===== src/irq_vec_pkg.sv =====
// Purpose: Shared constants and carriers for the interrupt request and vectoring block.
// Assumes: One clock domain, APB register access, 32-bit data words.
// Notes:   Register data is 8 bits wide and sits in the low byte of each word.
package irq_vec_pkg;

  localparam int N_PINS = 4;
  localparam int N_GRPS = 4;
  localparam int N_SRC  = 8;
  localparam int PC_W   = 13;

  localparam logic [7:0] OFF_GRP0  = 8'h00;
  localparam logic [7:0] OFF_GRP1  = 8'h04;
  localparam logic [7:0] OFF_GRP2  = 8'h08;
  localparam logic [7:0] OFF_GRP3  = 8'h0c;
  localparam logic [7:0] OFF_CTRL  = 8'h10;
  localparam logic [7:0] OFF_PFLAG = 8'h14;
  localparam logic [7:0] OFF_EDGE  = 8'h18;
  localparam logic [7:0] OFF_GFLAG = 8'h1c;
  localparam logic [7:0] OFF_STAT  = 8'h20;

  localparam int GRP_FLAG_LSB = 4;
  localparam int GRP_EN_LSB   = 0;
  localparam int CTRL_GIE_BIT = 0;
  localparam int CTRL_PEN_LSB = 4;
  localparam int GFLAG_EN_LSB = 4;

  localparam logic [7:0] GRP_MASK = 8'h77;
  localparam logic [7:0] RST_BYTE = 8'h00;

  localparam logic [1:0] EDGE_OFF  = 2'h0;
  localparam logic [1:0] EDGE_RISE = 2'h1;
  localparam logic [1:0] EDGE_FALL = 2'h2;
  localparam logic [1:0] EDGE_BOTH = 2'h3;

  typedef struct packed {
    logic [PC_W-1:0] pc_next;
    logic            stack_full;
    logic            return_from_interrupt_instruction;
    logic            sleeping;
  } core_in_t;

  typedef struct packed {
    logic            take;
    logic            push;
    logic [PC_W-1:0] push_data;
    logic [PC_W-1:0] load_pc;
    logic            pop;
    logic            wake;
  } core_out_t;

endpackage : irq_vec_pkg


===== src/irq_vec.sv =====
// Purpose: Latches interrupt requests, gates them and vectors the core.
// Assumes: Peripheral events and core signals share pclk; pins are asynchronous.
// Notes:   APB slave with zero wait states; pready is tied high.
//          Register data sits in the low byte of each word, upper bits read zero.
//          A return from interrupt leaves the global enable cleared.
// Behaviour
// RULE_01: Source event sets flag regardless of enable.
// RULE_02: Disabled flag stays recorded, never vectors.
// RULE_03: Cleared global enable suppresses every vector jump.
// RULE_04: Accept pushes next PC, loads vector.
// RULE_05: Return instruction pops saved PC.
// RULE_06: Service start clears global enable.
// RULE_07: Blocked requests still set and keep flags.
// RULE_08: Full stack holds off acknowledge.
// RULE_09: Simultaneous requests served by fixed priority.
// RULE_10: Any newly set flag wakes core.
// RULE_11: Software presets flag to avoid wake.
// RULE_12: Pin edge of chosen type sets flag.
// RULE_13: Pin vectors only with global and pin enable.
// RULE_14: Pin needs enable, function select, input direction.
// RULE_15: Pin service clears its flag and global enable.
// RULE_16: Pull-up selection stays valid on interrupt pins.
// RULE_17: Edge select offers rising, falling or both.
// RULE_18: Edge select can disable pin function.
// RULE_19: Group 0 register field layout.
// RULE_20: Group 1 register layout, reset zero.
// RULE_21: Group 2 register layout, one means active.
// RULE_22: Group 3 register layout, bits 7,3 zero.
// RULE_23: Member flag set sets group flag.
// RULE_24: Group service clears only group flag.
// RULE_25: Pin edges from synchronised sample comparison.
// RULE_26: Lower vector address wins priority.
//
// Our own choices: the APB interface to the registers and the register addresses.
`timescale 1ns/1ps
module irq_vec
  import irq_vec_pkg::*;
#(
  parameter int              ADDR_W   = 8,
  parameter logic [PC_W-1:0] VEC_BASE = 13'h0004,
  parameter logic [PC_W-1:0] VEC_STEP = 13'h0004
) (
  input  wire logic                pclk,
  input  wire logic                presetn,
  input  wire logic                psel,
  input  wire logic                penable,
  input  wire logic                pwrite,
  input  wire logic [ADDR_W-1:0]   paddr,
  input  wire logic [31:0]         pwdata,
  output logic [31:0]              prdata,
  output logic                     pready,
  output logic                     pslverr,
  input  wire logic [N_PINS-1:0]   external_interrupt_pins,
  input  wire logic [N_PINS-1:0]   pin_func_is_irq,
  input  wire logic [N_PINS-1:0]   pin_dir_is_input,
  input  wire logic [N_PINS-1:0]   pin_pullup_select,
  output logic [N_PINS-1:0]        pin_pullup_enable,
  input  wire logic [3*N_GRPS-1:0] member_events,
  input  core_in_t                 core_in,
  output core_out_t                core_out
);

  typedef enum logic { ST_IDLE, ST_ENTER } svc_state_t;

  // Internal register numbers; 0 to 3 must stay the group registers.
  localparam logic [3:0] IDX_GRP0  = 4'h0;
  localparam logic [3:0] IDX_GRP1  = 4'h1;
  localparam logic [3:0] IDX_GRP2  = 4'h2;
  localparam logic [3:0] IDX_GRP3  = 4'h3;
  localparam logic [3:0] IDX_CTRL  = 4'h4;
  localparam logic [3:0] IDX_PFLAG = 4'h5;
  localparam logic [3:0] IDX_EDGE  = 4'h6;
  localparam logic [3:0] IDX_GFLAG = 4'h7;
  localparam logic [3:0] IDX_STAT  = 4'h8;
  localparam logic [3:0] IDX_NONE  = 4'hf;

  function automatic logic [3:0] reg_index(input logic [ADDR_W-1:0] a);
    case (a[7:0])
      OFF_GRP0:  reg_index = IDX_GRP0;
      OFF_GRP1:  reg_index = IDX_GRP1;
      OFF_GRP2:  reg_index = IDX_GRP2;
      OFF_GRP3:  reg_index = IDX_GRP3;
      OFF_CTRL:  reg_index = IDX_CTRL;
      OFF_PFLAG: reg_index = IDX_PFLAG;
      OFF_EDGE:  reg_index = IDX_EDGE;
      OFF_GFLAG: reg_index = IDX_GFLAG;
      OFF_STAT:  reg_index = IDX_STAT;
      default:   reg_index = IDX_NONE;
    endcase
  endfunction : reg_index

  // Picks the edge kind that the select field asks for.
  function automatic logic edge_hit(input logic [1:0] sel,
                                    input logic       rise,
                                    input logic       fall);
    case (sel)
      EDGE_RISE: edge_hit = rise;                              // [RULE_17]
      EDGE_FALL: edge_hit = fall;                              // [RULE_17]
      EDGE_BOTH: edge_hit = rise || fall;                      // [RULE_17]
      default:   edge_hit = 1'b0;                              // [RULE_18]
    endcase
  endfunction : edge_hit

  // Vector address of a priority index; a lower index sits at a lower address.
  function automatic logic [PC_W-1:0] vector_addr(input logic [2:0] idx);
    vector_addr = PC_W'(VEC_BASE + VEC_STEP * PC_W'(idx));     // [RULE_26]
  endfunction : vector_addr

  // Lowest set index; an empty vector gives zero, so callers check pending first.
  function automatic logic [2:0] first_set(input logic [N_SRC-1:0] v);
    first_set = 3'h0;
    for (int i = N_SRC - 1; i >= 0; i--) begin
      if (v[i]) begin
        first_set = 3'(i);
      end
    end
  endfunction : first_set

  // Pin sampling.
  logic [N_PINS-1:0] sync1_q, sync1_d;
  logic [N_PINS-1:0] sync2_q, sync2_d;
  logic [N_PINS-1:0] prev_q, prev_d;
  logic [N_PINS-1:0] pin_evt;
  logic [N_PINS-1:0] pullup_q, pullup_d;

  // Register state.
  logic [7:0]        grp_q [N_GRPS];
  logic [7:0]        grp_d [N_GRPS];
  logic              gie_q, gie_d;
  logic [N_PINS-1:0] pen_q, pen_d;
  logic [N_PINS-1:0] pflag_q, pflag_d;
  logic [7:0]        edge_q, edge_d;
  logic [N_GRPS-1:0] gflag_q, gflag_d;
  logic [N_GRPS-1:0] gen_q, gen_d;
  logic [31:0]       rdata_q, rdata_d;
  logic              wake_q, wake_d;

  // Service state.
  svc_state_t        state_q, state_d;
  logic [2:0]        src_q, src_d;
  logic [PC_W-1:0]   vec_q, vec_d;
  logic [PC_W-1:0]   ret_q, ret_d;
  logic              pop_q, pop_d;

  logic [N_SRC-1:0]  pending;
  logic [2:0]        winner;
  logic              take_now;
  logic              wr_acc;
  logic [3:0]        widx;
  logic [3:0]        ridx;
  logic [7:0]        wbyte;
  logic              unmapped;
  logic              any_pending;
  logic              in_service;
  logic [3*N_GRPS-1:0] member_new;
  logic [N_PINS-1:0] pin_new;
  logic [N_GRPS-1:0] grp_new;

  assign pready  = 1'b1;
  // Unmapped addresses still complete, with an error, so the bus never hangs.
  assign unmapped = (reg_index(paddr) == IDX_NONE);
  assign pslverr = psel && penable && unmapped;
  assign prdata  = rdata_q;
  assign wr_acc  = psel && penable && pwrite;
  assign widx    = reg_index(paddr);
  assign ridx    = reg_index(paddr);
  assign wbyte   = pwdata[7:0];

  // The first stage may go metastable, so only the second stage feeds logic.
  // Only the second stage and the previous sample are compared.
  always_comb begin
    sync1_d  = external_interrupt_pins;
    sync2_d  = sync1_q;
    prev_d   = sync2_q;                                        // [RULE_25]
    pullup_d = pin_pullup_select;                              // [RULE_16]
    for (int i = 0; i < N_PINS; i++) begin
      logic rise;
      logic fall;
      logic active;
      logic [1:0] sel;
      rise   = 1'b0;
      fall   = 1'b0;
      active = 1'b0;
      sel    = edge_q[2*i +: 2];
      rise   = sync2_q[i] && !prev_q[i];                       // [RULE_25]
      fall   = !sync2_q[i] && prev_q[i];
      active = pin_func_is_irq[i] && pin_dir_is_input[i];      // [RULE_14]
      pin_evt[i] = active && edge_hit(sel, rise, fall);      // [RULE_12]
    end
  end

  always_ff @(posedge pclk or negedge presetn) begin
    if (!presetn) begin
      sync1_q  <= '0;
      sync2_q  <= '0;
      prev_q   <= '0;
      pullup_q <= '0;
    end else begin
      sync1_q  <= sync1_d;
      sync2_q  <= sync2_d;
      prev_q   <= prev_d;
      pullup_q <= pullup_d;
    end
  end

  // The pull-up choice passes through untouched while a pin serves as an interrupt.
  assign pin_pullup_enable = pullup_q;

  // Pins take vectors 0-3, groups 4-7; the lowest index wins.
  assign pending  = {gflag_q & gen_q, pflag_q & pen_q};        // [RULE_02] [RULE_13]
  assign winner   = first_set(pending);                         // [RULE_09] [RULE_26]
  assign take_now = (state_q == ST_IDLE) && gie_q              // [RULE_03]
                    && (|pending) && !core_in.stack_full;      // [RULE_08]
  assign any_pending = |pending;
  assign in_service  = (state_q == ST_ENTER);

  always_comb begin
    logic [2:0]       mset;
    mset    = '0;
    grp_d   = grp_q;
    gie_d   = gie_q;
    pen_d   = pen_q;
    pflag_d = pflag_q;
    edge_d  = edge_q;
    gflag_d = gflag_q;
    gen_d   = gen_q;
    rdata_d = rdata_q;
    // Read data is captured in the setup cycle so it is stable in access.
    if (psel && !penable && !pwrite) begin
      rdata_d = '0;
      case (ridx)
        IDX_GRP0, IDX_GRP1, IDX_GRP2, IDX_GRP3: begin
          rdata_d[7:0] = grp_q[ridx[1:0]] & GRP_MASK;
        end
        IDX_CTRL: begin
          rdata_d[CTRL_GIE_BIT] = gie_q;
          rdata_d[CTRL_PEN_LSB +: N_PINS] = pen_q;
        end
        IDX_PFLAG: rdata_d[N_PINS-1:0] = pflag_q;
        IDX_EDGE:  rdata_d[7:0] = edge_q;
        IDX_GFLAG: rdata_d[7:0] = {gen_q, gflag_q};
        IDX_STAT: begin
          rdata_d[2:0] = winner;
          rdata_d[4]   = any_pending;
          rdata_d[5]   = in_service;
        end
        default: rdata_d = '0;
      endcase
    end

    if (wr_acc) begin
      case (widx)
        IDX_GRP0, IDX_GRP1, IDX_GRP2, IDX_GRP3: begin
          grp_d[widx[1:0]] = wbyte & GRP_MASK;                 // [RULE_19] [RULE_22]
        end
        IDX_CTRL: begin
          gie_d = wbyte[CTRL_GIE_BIT];
          pen_d = wbyte[CTRL_PEN_LSB +: N_PINS];
        end
        IDX_PFLAG: pflag_d = wbyte[N_PINS-1:0];
        IDX_EDGE:  edge_d = wbyte;
        IDX_GFLAG: begin
          gflag_d = wbyte[N_GRPS-1:0];
          gen_d   = wbyte[GFLAG_EN_LSB +: N_GRPS];
        end
        default: ;
      endcase
    end

    // Hardware clear on service; member flags are left to software.
    // A software write of the global enable in the decision cycle loses to it.
    if (take_now) begin
      gie_d = 1'b0;                                            // [RULE_06] [RULE_15]
      if (winner < 3'(N_PINS)) begin
        pflag_d[winner[1:0]] = 1'b0;                           // [RULE_15]
      end else begin
        gflag_d[winner[1:0]] = 1'b0;                           // [RULE_24]
      end
    end
    // Events come last so a set in the clearing cycle is never lost.
    for (int g = 0; g < N_GRPS; g++) begin
      mset = member_events[3*g +: 3];
      grp_d[g][GRP_FLAG_LSB +: 3] = grp_d[g][GRP_FLAG_LSB +: 3] | mset; // [RULE_01] [RULE_07]
      if (|(mset & grp_q[g][GRP_EN_LSB +: 3])) begin
        gflag_d[g] = 1'b1;                                     // [RULE_23]
      end
    end
    pflag_d = pflag_d | pin_evt;                               // [RULE_12] [RULE_07]
  end

  // Only hardware events, or a software write of a group flag, that turn a clear flag on count, so a flag that
  // software presets before sleep cannot wake the core again.
  always_comb begin
    member_new = '0;
    for (int g = 0; g < N_GRPS; g++) begin
      member_new[3*g +: 3] = member_events[3*g +: 3] & ~grp_q[g][GRP_FLAG_LSB +: 3];
    end
    pin_new = pin_evt & ~pflag_q;
    grp_new = gflag_d & ~gflag_q;
    wake_d  = core_in.sleeping && (|{member_new, pin_new, grp_new}); // [RULE_10]
  end

  always_ff @(posedge pclk or negedge presetn) begin
    if (!presetn) begin
      for (int g = 0; g < N_GRPS; g++) begin
        grp_q[g] <= RST_BYTE;                                  // [RULE_20]
      end
      gie_q   <= 1'b0;
      pen_q   <= '0;
      pflag_q <= '0;
      edge_q  <= RST_BYTE;
      gflag_q <= '0;
      gen_q   <= '0;
      rdata_q <= '0;
      wake_q  <= 1'b0;
    end else begin
      grp_q   <= grp_d;                                        // [RULE_21]
      gie_q   <= gie_d;
      pen_q   <= pen_d;
      pflag_q <= pflag_d;
      edge_q  <= edge_d;
      gflag_q <= gflag_d;
      gen_q   <= gen_d;
      rdata_q <= rdata_d;
      wake_q  <= wake_d;
    end
  end

  // The vector is loaded one cycle after the decision, from flops.
  // The return address is the next pc that the core shows at the decision edge.
  always_comb begin
    state_d = state_q;
    src_d   = src_q;
    vec_d   = vec_q;
    ret_d   = ret_q;
    pop_d   = core_in.return_from_interrupt_instruction;                                    // [RULE_05]
    case (state_q)
      ST_IDLE: begin
        if (take_now) begin
          state_d = ST_ENTER;
          src_d   = winner;
          vec_d   = vector_addr(winner);                       // [RULE_04] [RULE_26]
          ret_d   = core_in.pc_next;                           // [RULE_04]
        end
      end
      ST_ENTER: state_d = ST_IDLE;
      default:  state_d = ST_IDLE;
    endcase
  end

  always_ff @(posedge pclk or negedge presetn) begin
    if (!presetn) begin
      state_q <= ST_IDLE;
      src_q   <= '0;
      vec_q   <= '0;
      ret_q   <= '0;
      pop_q   <= 1'b0;
    end else begin
      state_q <= state_d;
      src_q   <= src_d;
      vec_q   <= vec_d;
      ret_q   <= ret_d;
      pop_q   <= pop_d;
    end
  end

  always_comb begin
    core_out.take      = (state_q == ST_ENTER);
    core_out.push      = (state_q == ST_ENTER);                // [RULE_04]
    core_out.push_data = ret_q;
    core_out.load_pc   = vec_q;
    core_out.pop       = pop_q;                                // [RULE_05]
    core_out.wake      = wake_q;
  end

endmodule : irq_vec


===== config.mk =====
export PLATFORM = sky130hd
export DESIGN_NAME = irq_vec
export DESIGN_NICKNAME = d
export VERILOG_FILES = /design/src/irq_vec_pkg.sv /design/src/irq_vec.sv
export SDC_FILE = /design/constraint.sdc
export NUM_CORES = 1
export LEC_CHECK = 0
export ABC_AREA = 1
export BUFFER_PORTS_ARGS = -buffer_cell sky130_fd_sc_hd__buf_2
export CORE_UTILIZATION = 52
export DETAILED_ROUTE_END_ITERATION = 10
export GPL_ROUTABILITY_DRIVEN = 0
export GPL_TIMING_DRIVEN = 0
export PLACE_DENSITY = 0.79
export SLEW_MARGIN = 25
export SYNTH_ARGS = -nofsm -noshare
export SYNTH_HDL_FRONTEND = slang
export SYNTH_SLANG_ARGS = --single-unit
export TNS_END_PERCENT = 30

===== constraint.sdc =====
create_clock -name pclk -period 2 [get_ports pclk]
set_input_delay 0.3 -clock pclk [delete_from_list [all_inputs] [get_ports pclk]]
set_output_delay 0.3 -clock pclk [all_outputs]
set_load 0.1 [all_outputs]

==> results.py, run 1 <==
metrics = {
    "worst_hold_path": {
        "hold_path.startpoint": "external_interrupt_pins[1]",
        "hold_path.class": "in -> reg",
    },
    "setup_path": {
        "required_ns": 2.29,
        "r2r-end": "wake_q",
        "critical_path_class": "reg -> reg",
        "rr_worst_depth": 16,
        "ff2ff_setup_slack_ns": 0.07,
        "cp_common_cell": "nand2_1",
        "reg2reg_from": "gen_q[3]",
        "crit_start": "gen_q[3]",
        "cp_slowest_stage_delay_ns": 0.44,
        "path_cells": "nand3_2 > nand2_1 > nand2_1 > nand2_1 > nand2_1 > nand2_2 > nand2_4 > buf_4 > ha_4 > nand3_2 > nand3_2 > nand2_1 > nand2_1 > nand3_2 > nor2_2 > nor2_1",
        "cp-start-kind": "flop",
        "critPathMaxFanout": 4,
        "critPathCaptureType": "flop",
        "cp_slowest_cell": "dfrtp_1",
        "crit_end": "wake_q",
        "cp.arrival_ns": 2.22,
    },
    "timing": {
        "post-route-worst-setup-slack_ns": 0.0723,
        "fmax_mhz": 519,
        "fin_skew_ns": 0.00763,
        "max-slew-margin-rel_pct": 66.2,
        "period_share_pct": 96.4,
        "fin_crit_ns": 1.93,
        "tightest_slew_ns": 0.503,
        "tns_ns": 0,
        "drv_slew": 0,
        "setup_viol_count_final": 0,
        "hold_viol": 0,
        "hold_slack_ns": 0.00778,
    },
    "floorplan": {
        "die_x_um": 101,
        "die_height_um": 101,
        "initial_core_util_pct": 54.5,
        "core_area_um2": 9370,
        "rows": 35,
        "ios": 157,
        "die_area_um2": 10200,
    },
    "grt": {
        "gr-usage-all-layers_pct": 27.4,
        "overflow": 0,
        "grt_pass1_vias": 4450,
        "antenna_found_initial": 0,
        "grt_pass1_wl_um": 21300,
        "grt_max_degree": 59,
    },
    "pwr": {
        "ir_drop_v": 0.000594,
        "powerDensity_nw_per_um2": 798,
        "power.leakage_nw": 3.44,
    },
    "clock_tree": {
        "cts_max_path_buffers": 2,
        "cts_sinks": 93,
        "clk_pin_slew_worst_paths_ns": 0.10,
        "numCtsBuffers": 9,
        "clk_latency_ns": 0.39,
        "ctsHtreeMaxLevel": 3,
        "cts_tree": "yes",
        "cts_root_buffer": "clkbuf_8",
    },
    "detailed_routing": {
        "wirelength_um": 13500,
        "ant_nets": 0,
        "num_vias": 4872,
        "dr.pass1.iters": 5,
        "wire_per_inst_um": 14.4,
        "vias_per_cell": 5.22,
        "drc": 0,
        "drt-initial-drc-count": 443,
    },
    "final_layout": {
        "utilization_pct": 67.0,
        "antennaDiodeCount": 0,
        "area_growth_pct": 23.0,
        "final_area_um2": 6280,
        "layout_common_cells": "207 x nand2_1, 102 x buf_2, 93 x dfrtp_1",
        "drive_above_1_share_pct": 28.8,
        "mostFrequentLayoutCell": "nand2_1",
        "final_nets": 901,
    },
    "logic_synthesis": {
        "synth-main-ff-cell": "dfrtp_1",
        "async_reset_ff_share_pct": 100,
        "yosysUniqueCellTypes": 40,
        "ys_ff_latch": 93,
        "synth_edf_count": 0,
        "ys_warn_count": 0,
        "syn_inst": 651,
        "syn_area_per_cell_um2": 7.85,
        "synthesis.area_um2": 5110,
        "yosysSeqAreaShare_pct": 45.6,
    },
    "place": {
        "io_buffers": 98,
        "hpwl_um": 9880,
        "place_ws_ns": 0.0589,
        "placed_cell_area_um2": 5920,
    },
    "job": {
        "max-cap-violations": 0,
    },
    "run_status": {
        "status": "completed",
    },
}
per-layer routing:
layer	GRT usage (%)	vias up	wire [µm]
li1	-	2287	-
met1	36.6	2212	5380
met2	43.4	319	6300
met3	5.13	54	1310
met4	12.7	0	510
met5	0	-	0
Yosys cell counts, types with 2 or more instances:
cell type / count / share of area (%)
buf_2: 5 / 0.49
buf_4: 38 / 5.6
o21ai_0: 44 / 4.3
o21ai_2: 2 / 0.34
nand3b_1: 2 / 0.29
or2_2: 3 / 0.37
nand2_1: 212 / 16
o21ai_1: 3 / 0.29
ha_1: 12 / 2.9
a21oi_1: 10 / 0.98
nor2_2: 4 / 0.49
dfrtp_1: 93 / 46
nand3_1: 48 / 4.7
nor3_1: 3 / 0.29
inv_1: 73 / 5.4
a2bb2oi_1: 2 / 0.34
inv_2: 9 / 0.66
nand2_2: 11 / 1.3
a22o_1: 3 / 0.51
nand3_2: 3 / 0.59
conb_1: 2 / 0.15
nor2_4: 9 / 2.0
nor2_1: 34 / 2.5
o22ai_1: 10 / 1.2
state kept, by name (all words and copies together), names as in the netlist, 8 cells and up:
name	cells
grp_q	24
ret_q	13
edge_q	8
prdata	8
cell type report:
cell class                 instances  area, µm²
clock buffer                       9        124
multi-input combinational        463       2370
clock inverter                     7       87.6
timing repair buffer             106        579
fill                             798       3090
tap                              129        161
inverter                          83        317
sequential                        93       2330
buffer                            44        314
stage by stage:
step / cells / total power [mW]
after global placement: 910 / 3.56
after detailed placement: 911 / 3.59
final: 934 / 5.02
after global routing: 934 / 5.17
after floorplan: 683 / 3.28
after CTS: 928 / 4.94
critical path, delay by kind of cell (launching register included):
family | cells | cell delay [ns]
buf+inv | 1 | 0.13
flops | 1 | 0.44
fa+ha+maj | 1 | 0.13
simple gates | 14 | 1.12
how the worst min path moves through the flow:
stage,end,cells past startpoint
6_report,sync1_q[1],1
4_1_cts,sync1_q[1],1
3_5_place_dp,pin_pullup_enable[2],1
2_1_floorplan,edge_q[0],0
3_3_place_gp,prev_d[3],0
5_1_grt,sync1_q[1],1
cell families (layout without fill, tap and decap cells):
kind of cell / count (synthesis) / after routing / share of synthesized area [%]
AO/OA/AOI/OAI: 80 / 80 / 9.21
buffers and inverters: 127 / 249 / 12.2
AND/OR/NAND/NOR: 335 / 335 / 29.5
XOR/XNOR: 1 / 1 / 0.171
adder cells (fa/ha/maj): 12 / 12 / 2.94
flip-flops: 93 / 93 / 45.6
multiplexers: 1 / 1 / 0.220
other: 2 / 34 / 0.147
power breakdown:
group | internal (mW) | total [mW] | switching (mW)
sequential | 1.99 | 2.06 | 0.0661
combinational | 0.296 | 1.57 | 1.28
clock | 0.609 | 1.39 | 0.777
repair_timing:
item	CTS	global route
setup buffers	0	6
resized for setup	0	27
hold buffers	1	0
endpoints found under the setup margin	0	13
endpoints found under the hold margin	35	0
(Power assumes the default switching activity.)
==> inputs of run 2 (changes only) <==
--- a/config.mk
+++ b/config.mk
@@ -5,13 +5,13 @@
 export SDC_FILE = /design/constraint.sdc
 export NUM_CORES = 1
 export LEC_CHECK = 0
-export ABC_AREA = 1
 export BUFFER_PORTS_ARGS = -buffer_cell sky130_fd_sc_hd__buf_2
 export CORE_UTILIZATION = 52
 export DETAILED_ROUTE_END_ITERATION = 10
 export GPL_ROUTABILITY_DRIVEN = 0
 export GPL_TIMING_DRIVEN = 0
 export PLACE_DENSITY = 0.79
+export SKIP_LAST_GASP = 1
 export SLEW_MARGIN = 25
 export SYNTH_ARGS = -nofsm -noshare
 export SYNTH_HDL_FRONTEND = slang
==> results.py, run 2 <==
metrics = {
    "timing": {
        "fin_skew_ns": 0.00974,
        "period_share_pct": 108,
        "max-slew-margin-rel_pct": 42.7,
        "setup_viol_count_final": 2,
        "rsz0062_at_grt": "yes",
        "post-route-worst-setup-slack_ns": -0.161,
        "fin_crit_ns": 2.16,
        "drv_slew": 0,
        "fmax_mhz": 463,
        "tightest_slew_ns": 0.858,
        "hold_viol": 0,
    },
    "setup_path": {
        "cp.arrival_ns": 2.40,
        "cp_slowest_stage_delay_ns": 0.43,
        "critPathCaptureType": "flop",
        "reg2reg_from": "gflag_q[2]",
        "critical_path_class": "reg -> reg",
        "critPathMaxFanout": 4,
        "ff2ff_setup_slack_ns": -0.16,
        "required_ns": 2.24,
        "cp-start-kind": "flop",
        "r2r-end": "wake_q",
        "crit_buf_inv": 0,
        "critPathTopFamily": "compound AO/OA/AOI/OAI gates",
        "cp_slowest_cell": "dfrtp_2",
        "path_cells": "nand2_1 > a32oi_1 > a21o_1 > a31oi_4 > ha_4 > o22ai_1 > o311a_1 > o41a_1",
        "rr_worst_depth": 8,
    },
    "run_status": {
        "violations": "negative setup slack",
        "status": "finished with violations",
    },
    "detailed_routing": {
        "wirelength_um": 13000,
        "wire_per_inst_um": 17.5,
        "drt-initial-drc-count": 276,
        "num_vias": 4245,
        "drc": 0,
        "ant_nets": 0,
        "vias_per_cell": 5.68,
        "dr.pass1.iters": 5,
    },
    "logic_synthesis": {
        "syn_area_per_cell_um2": 10.8,
        "yosysTopAreaCell": "dfrtp_1",
        "async_reset_ff_share_pct": 100,
        "ys_ff_latch": 93,
        "yosysSeqAreaShare_pct": 46.2,
        "ys_top_cells_by_area": "dfrtp_1 46%, mux2_2 9.8%, buf_4 5.7%, ha_1 3.0%, mux2i_1 3.0%",
        "synth_common_cells": "93 x dfrtp_1, 44 x mux2_2, 38 x buf_4",
        "synth_edf_count": 0,
        "synth-main-ff-cell": "dfrtp_1",
        "yosysMostFrequentCell": "dfrtp_1",
        "ys_warn_count": 0,
        "yosysUniqueCellTypes": 60,
        "syn_inst": 465,
        "synthesis.area_um2": 5040,
        "synth_top_area_share_pct": 46.2,
    },
    "floorplan": {
        "die_area_um2": 10100,
        "die_x_um": 100,
        "die_height_um": 100,
        "rows": 35,
        "core_area_um2": 9330,
        "ios": 157,
        "initial_core_util_pct": 54.0,
    },
    "pwr": {
        "power.leakage_nw": 3.17,
        "powerDensity_nw_per_um2": 662,
        "ir_drop_v": 0.000364,
        "power_mw": 4.13,
    },
    "clock_tree": {
        "cts_max_path_buffers": 2,
        "cts_tree": "yes",
        "clk_latency_ns": 0.36,
        "ctsHtreeMaxLevel": 3,
        "numCtsBuffers": 9,
        "cts_sinks": 93,
        "clk_pin_slew_worst_paths_ns": 0.10,
        "cts_root_buffer": "clkbuf_8",
    },
    "final_layout": {
        "regMostFlops": "grp_q",
        "largest_register_ffs": 24,
        "final_nets": 714,
        "mostFrequentLayoutCell": "buf_2",
        "utilization_pct": 66.9,
        "layout_common_cells": "97 x buf_2, 91 x dfrtp_1, 46 x buf_4",
        "drive_above_1_share_pct": 38.2,
        "top_regs": "grp_q x24, ret_q x13",
        "instances_no_fill": 747,
        "final_area_um2": 6240,
        "fill_cells": 746,
        "area_growth_pct": 23.8,
        "antennaDiodeCount": 0,
    },
    "place": {
        "io_buffers": 96,
        "placed_cell_area_um2": 5860,
        "hpwl_um": 9510,
        "placed_cells": 723,
    },
    "worst_hold_path": {
        "hold_path.class": "in -> reg",
        "holdPathEnd": "pin_pullup_enable[1]",
        "hold_path.startpoint": "pin_pullup_select[1]",
        "min_path_cells": 1,
    },
    "grt": {
        "grt_pass1_vias": 4167,
        "grt_pass1_wl_um": 20600,
        "grt_max_degree": 53,
        "antenna_found_initial": 0,
        "gr-usage-all-layers_pct": 27.1,
        "overflow": 0,
    },
    "job": {
        "max-cap-violations": 0,
    },
}
-- run 2: changes by cell type after synthesis, sizes merged, moves of 15 or more --
| cell | previous run | this run |
|---|---|---|
| mux2 | 1 | 49 |
| mux2i | 0 | 15 |
| nand2 | 224 | 36 |
| inv | 82 | 24 |
| nand3 | 52 | 17 |
| nor2 | 47 | 13 |
| o21ai | 49 | 19 |
-- run 2: metal layers --
layer / routed length (µm) / GRT usage (%) / vias up
met5: 0 / 0 / -
met4: 540 / 15.1 / 0
met3: 1190 / 5.29 / 51
met2: 6140 / 43.8 / 241
met1: 5170 / 34.2 / 2040
li1: - / - / 1913
-- run 2: logic make-up after synthesis --
| group | after synthesis | synth area share, % |
|---|---|---|
| mux | 65 | 14.6 |
| simple gates | 118 | 12.4 |
| other cells | 2 | 0.149 |
| fa+ha+maj | 12 | 2.98 |
| compound gates | 99 | 14.7 |
| flops | 93 | 46.2 |
| buf+inv | 75 | 8.79 |
| xor+xnor | 1 | 0.174 |
-- run 2: report_power, final --
part | total, mW | leakage [nW] | internal, mW | switching [mW]
Sequential | 1.98 | 1.18 | 1.93 | 0.0495
Clock | 1.29 | 0.0977 | 0.590 | 0.696
Combinational | 0.860 | 1.90 | 0.209 | 0.652
Total | 4.13 | 3.17 | 2.73 | 1.40
-- run 2: stage by stage --
step,TNS [ns],hold slack [ns],worst slack [ns]
after floorplan,-0.652,0.00441,-0.119
after global placement,-36.42,0.333,-0.425
after detailed placement,-21.36,0.246,-0.500
after CTS,-1.07,0.0146,-0.138
after global routing,-1.57,0.0113,-0.245
final,-0.177,0.0344,-0.161
-- run 2: worst max path at each step --
stage               start        end  slack, ns  cells past startpoint
2_1_floorplan    paddr[1]  grp_q[24]      -0.12                      6
3_3_place_gp     paddr[1]  grp_q[26]      -0.42                      7
3_5_place_dp     paddr[1]  grp_q[26]      -0.50                      7
4_1_cts          gen_q[2]     wake_q      -0.14                      9
5_1_grt          gen_q[2]     wake_q      -0.24                      9
6_report       gflag_q[2]     wake_q      -0.16                      8
-- run 2: final cells by class --
| cell class | count | area, µm² | area share [%] |
|---|---|---|---|
| clock buffers | 10 | 128 | 2.05 |
| clock inverters | 6 | 68.8 | 1.10 |
| plain buffers | 50 | 344 | 5.52 |
| inverters | 24 | 90.1 | 1.44 |
| repair buffers | 106 | 599 | 9.61 |
| multi-input cells | 329 | 2520 | 40.4 |
| well taps | 129 | 161 | 2.59 |
| flip-flops and latches | 93 | 2330 | 37.3 |
-- run 2: timing repair --
action                                  4_1_cts  5_1_grt
pin swaps                                     8        6
gates resized for setup                      24        7
hold endpoints to repair                     41        0
endpoints found under the setup margin       43       42
setup buffers                                 7        1
hold buffers                                  1        0
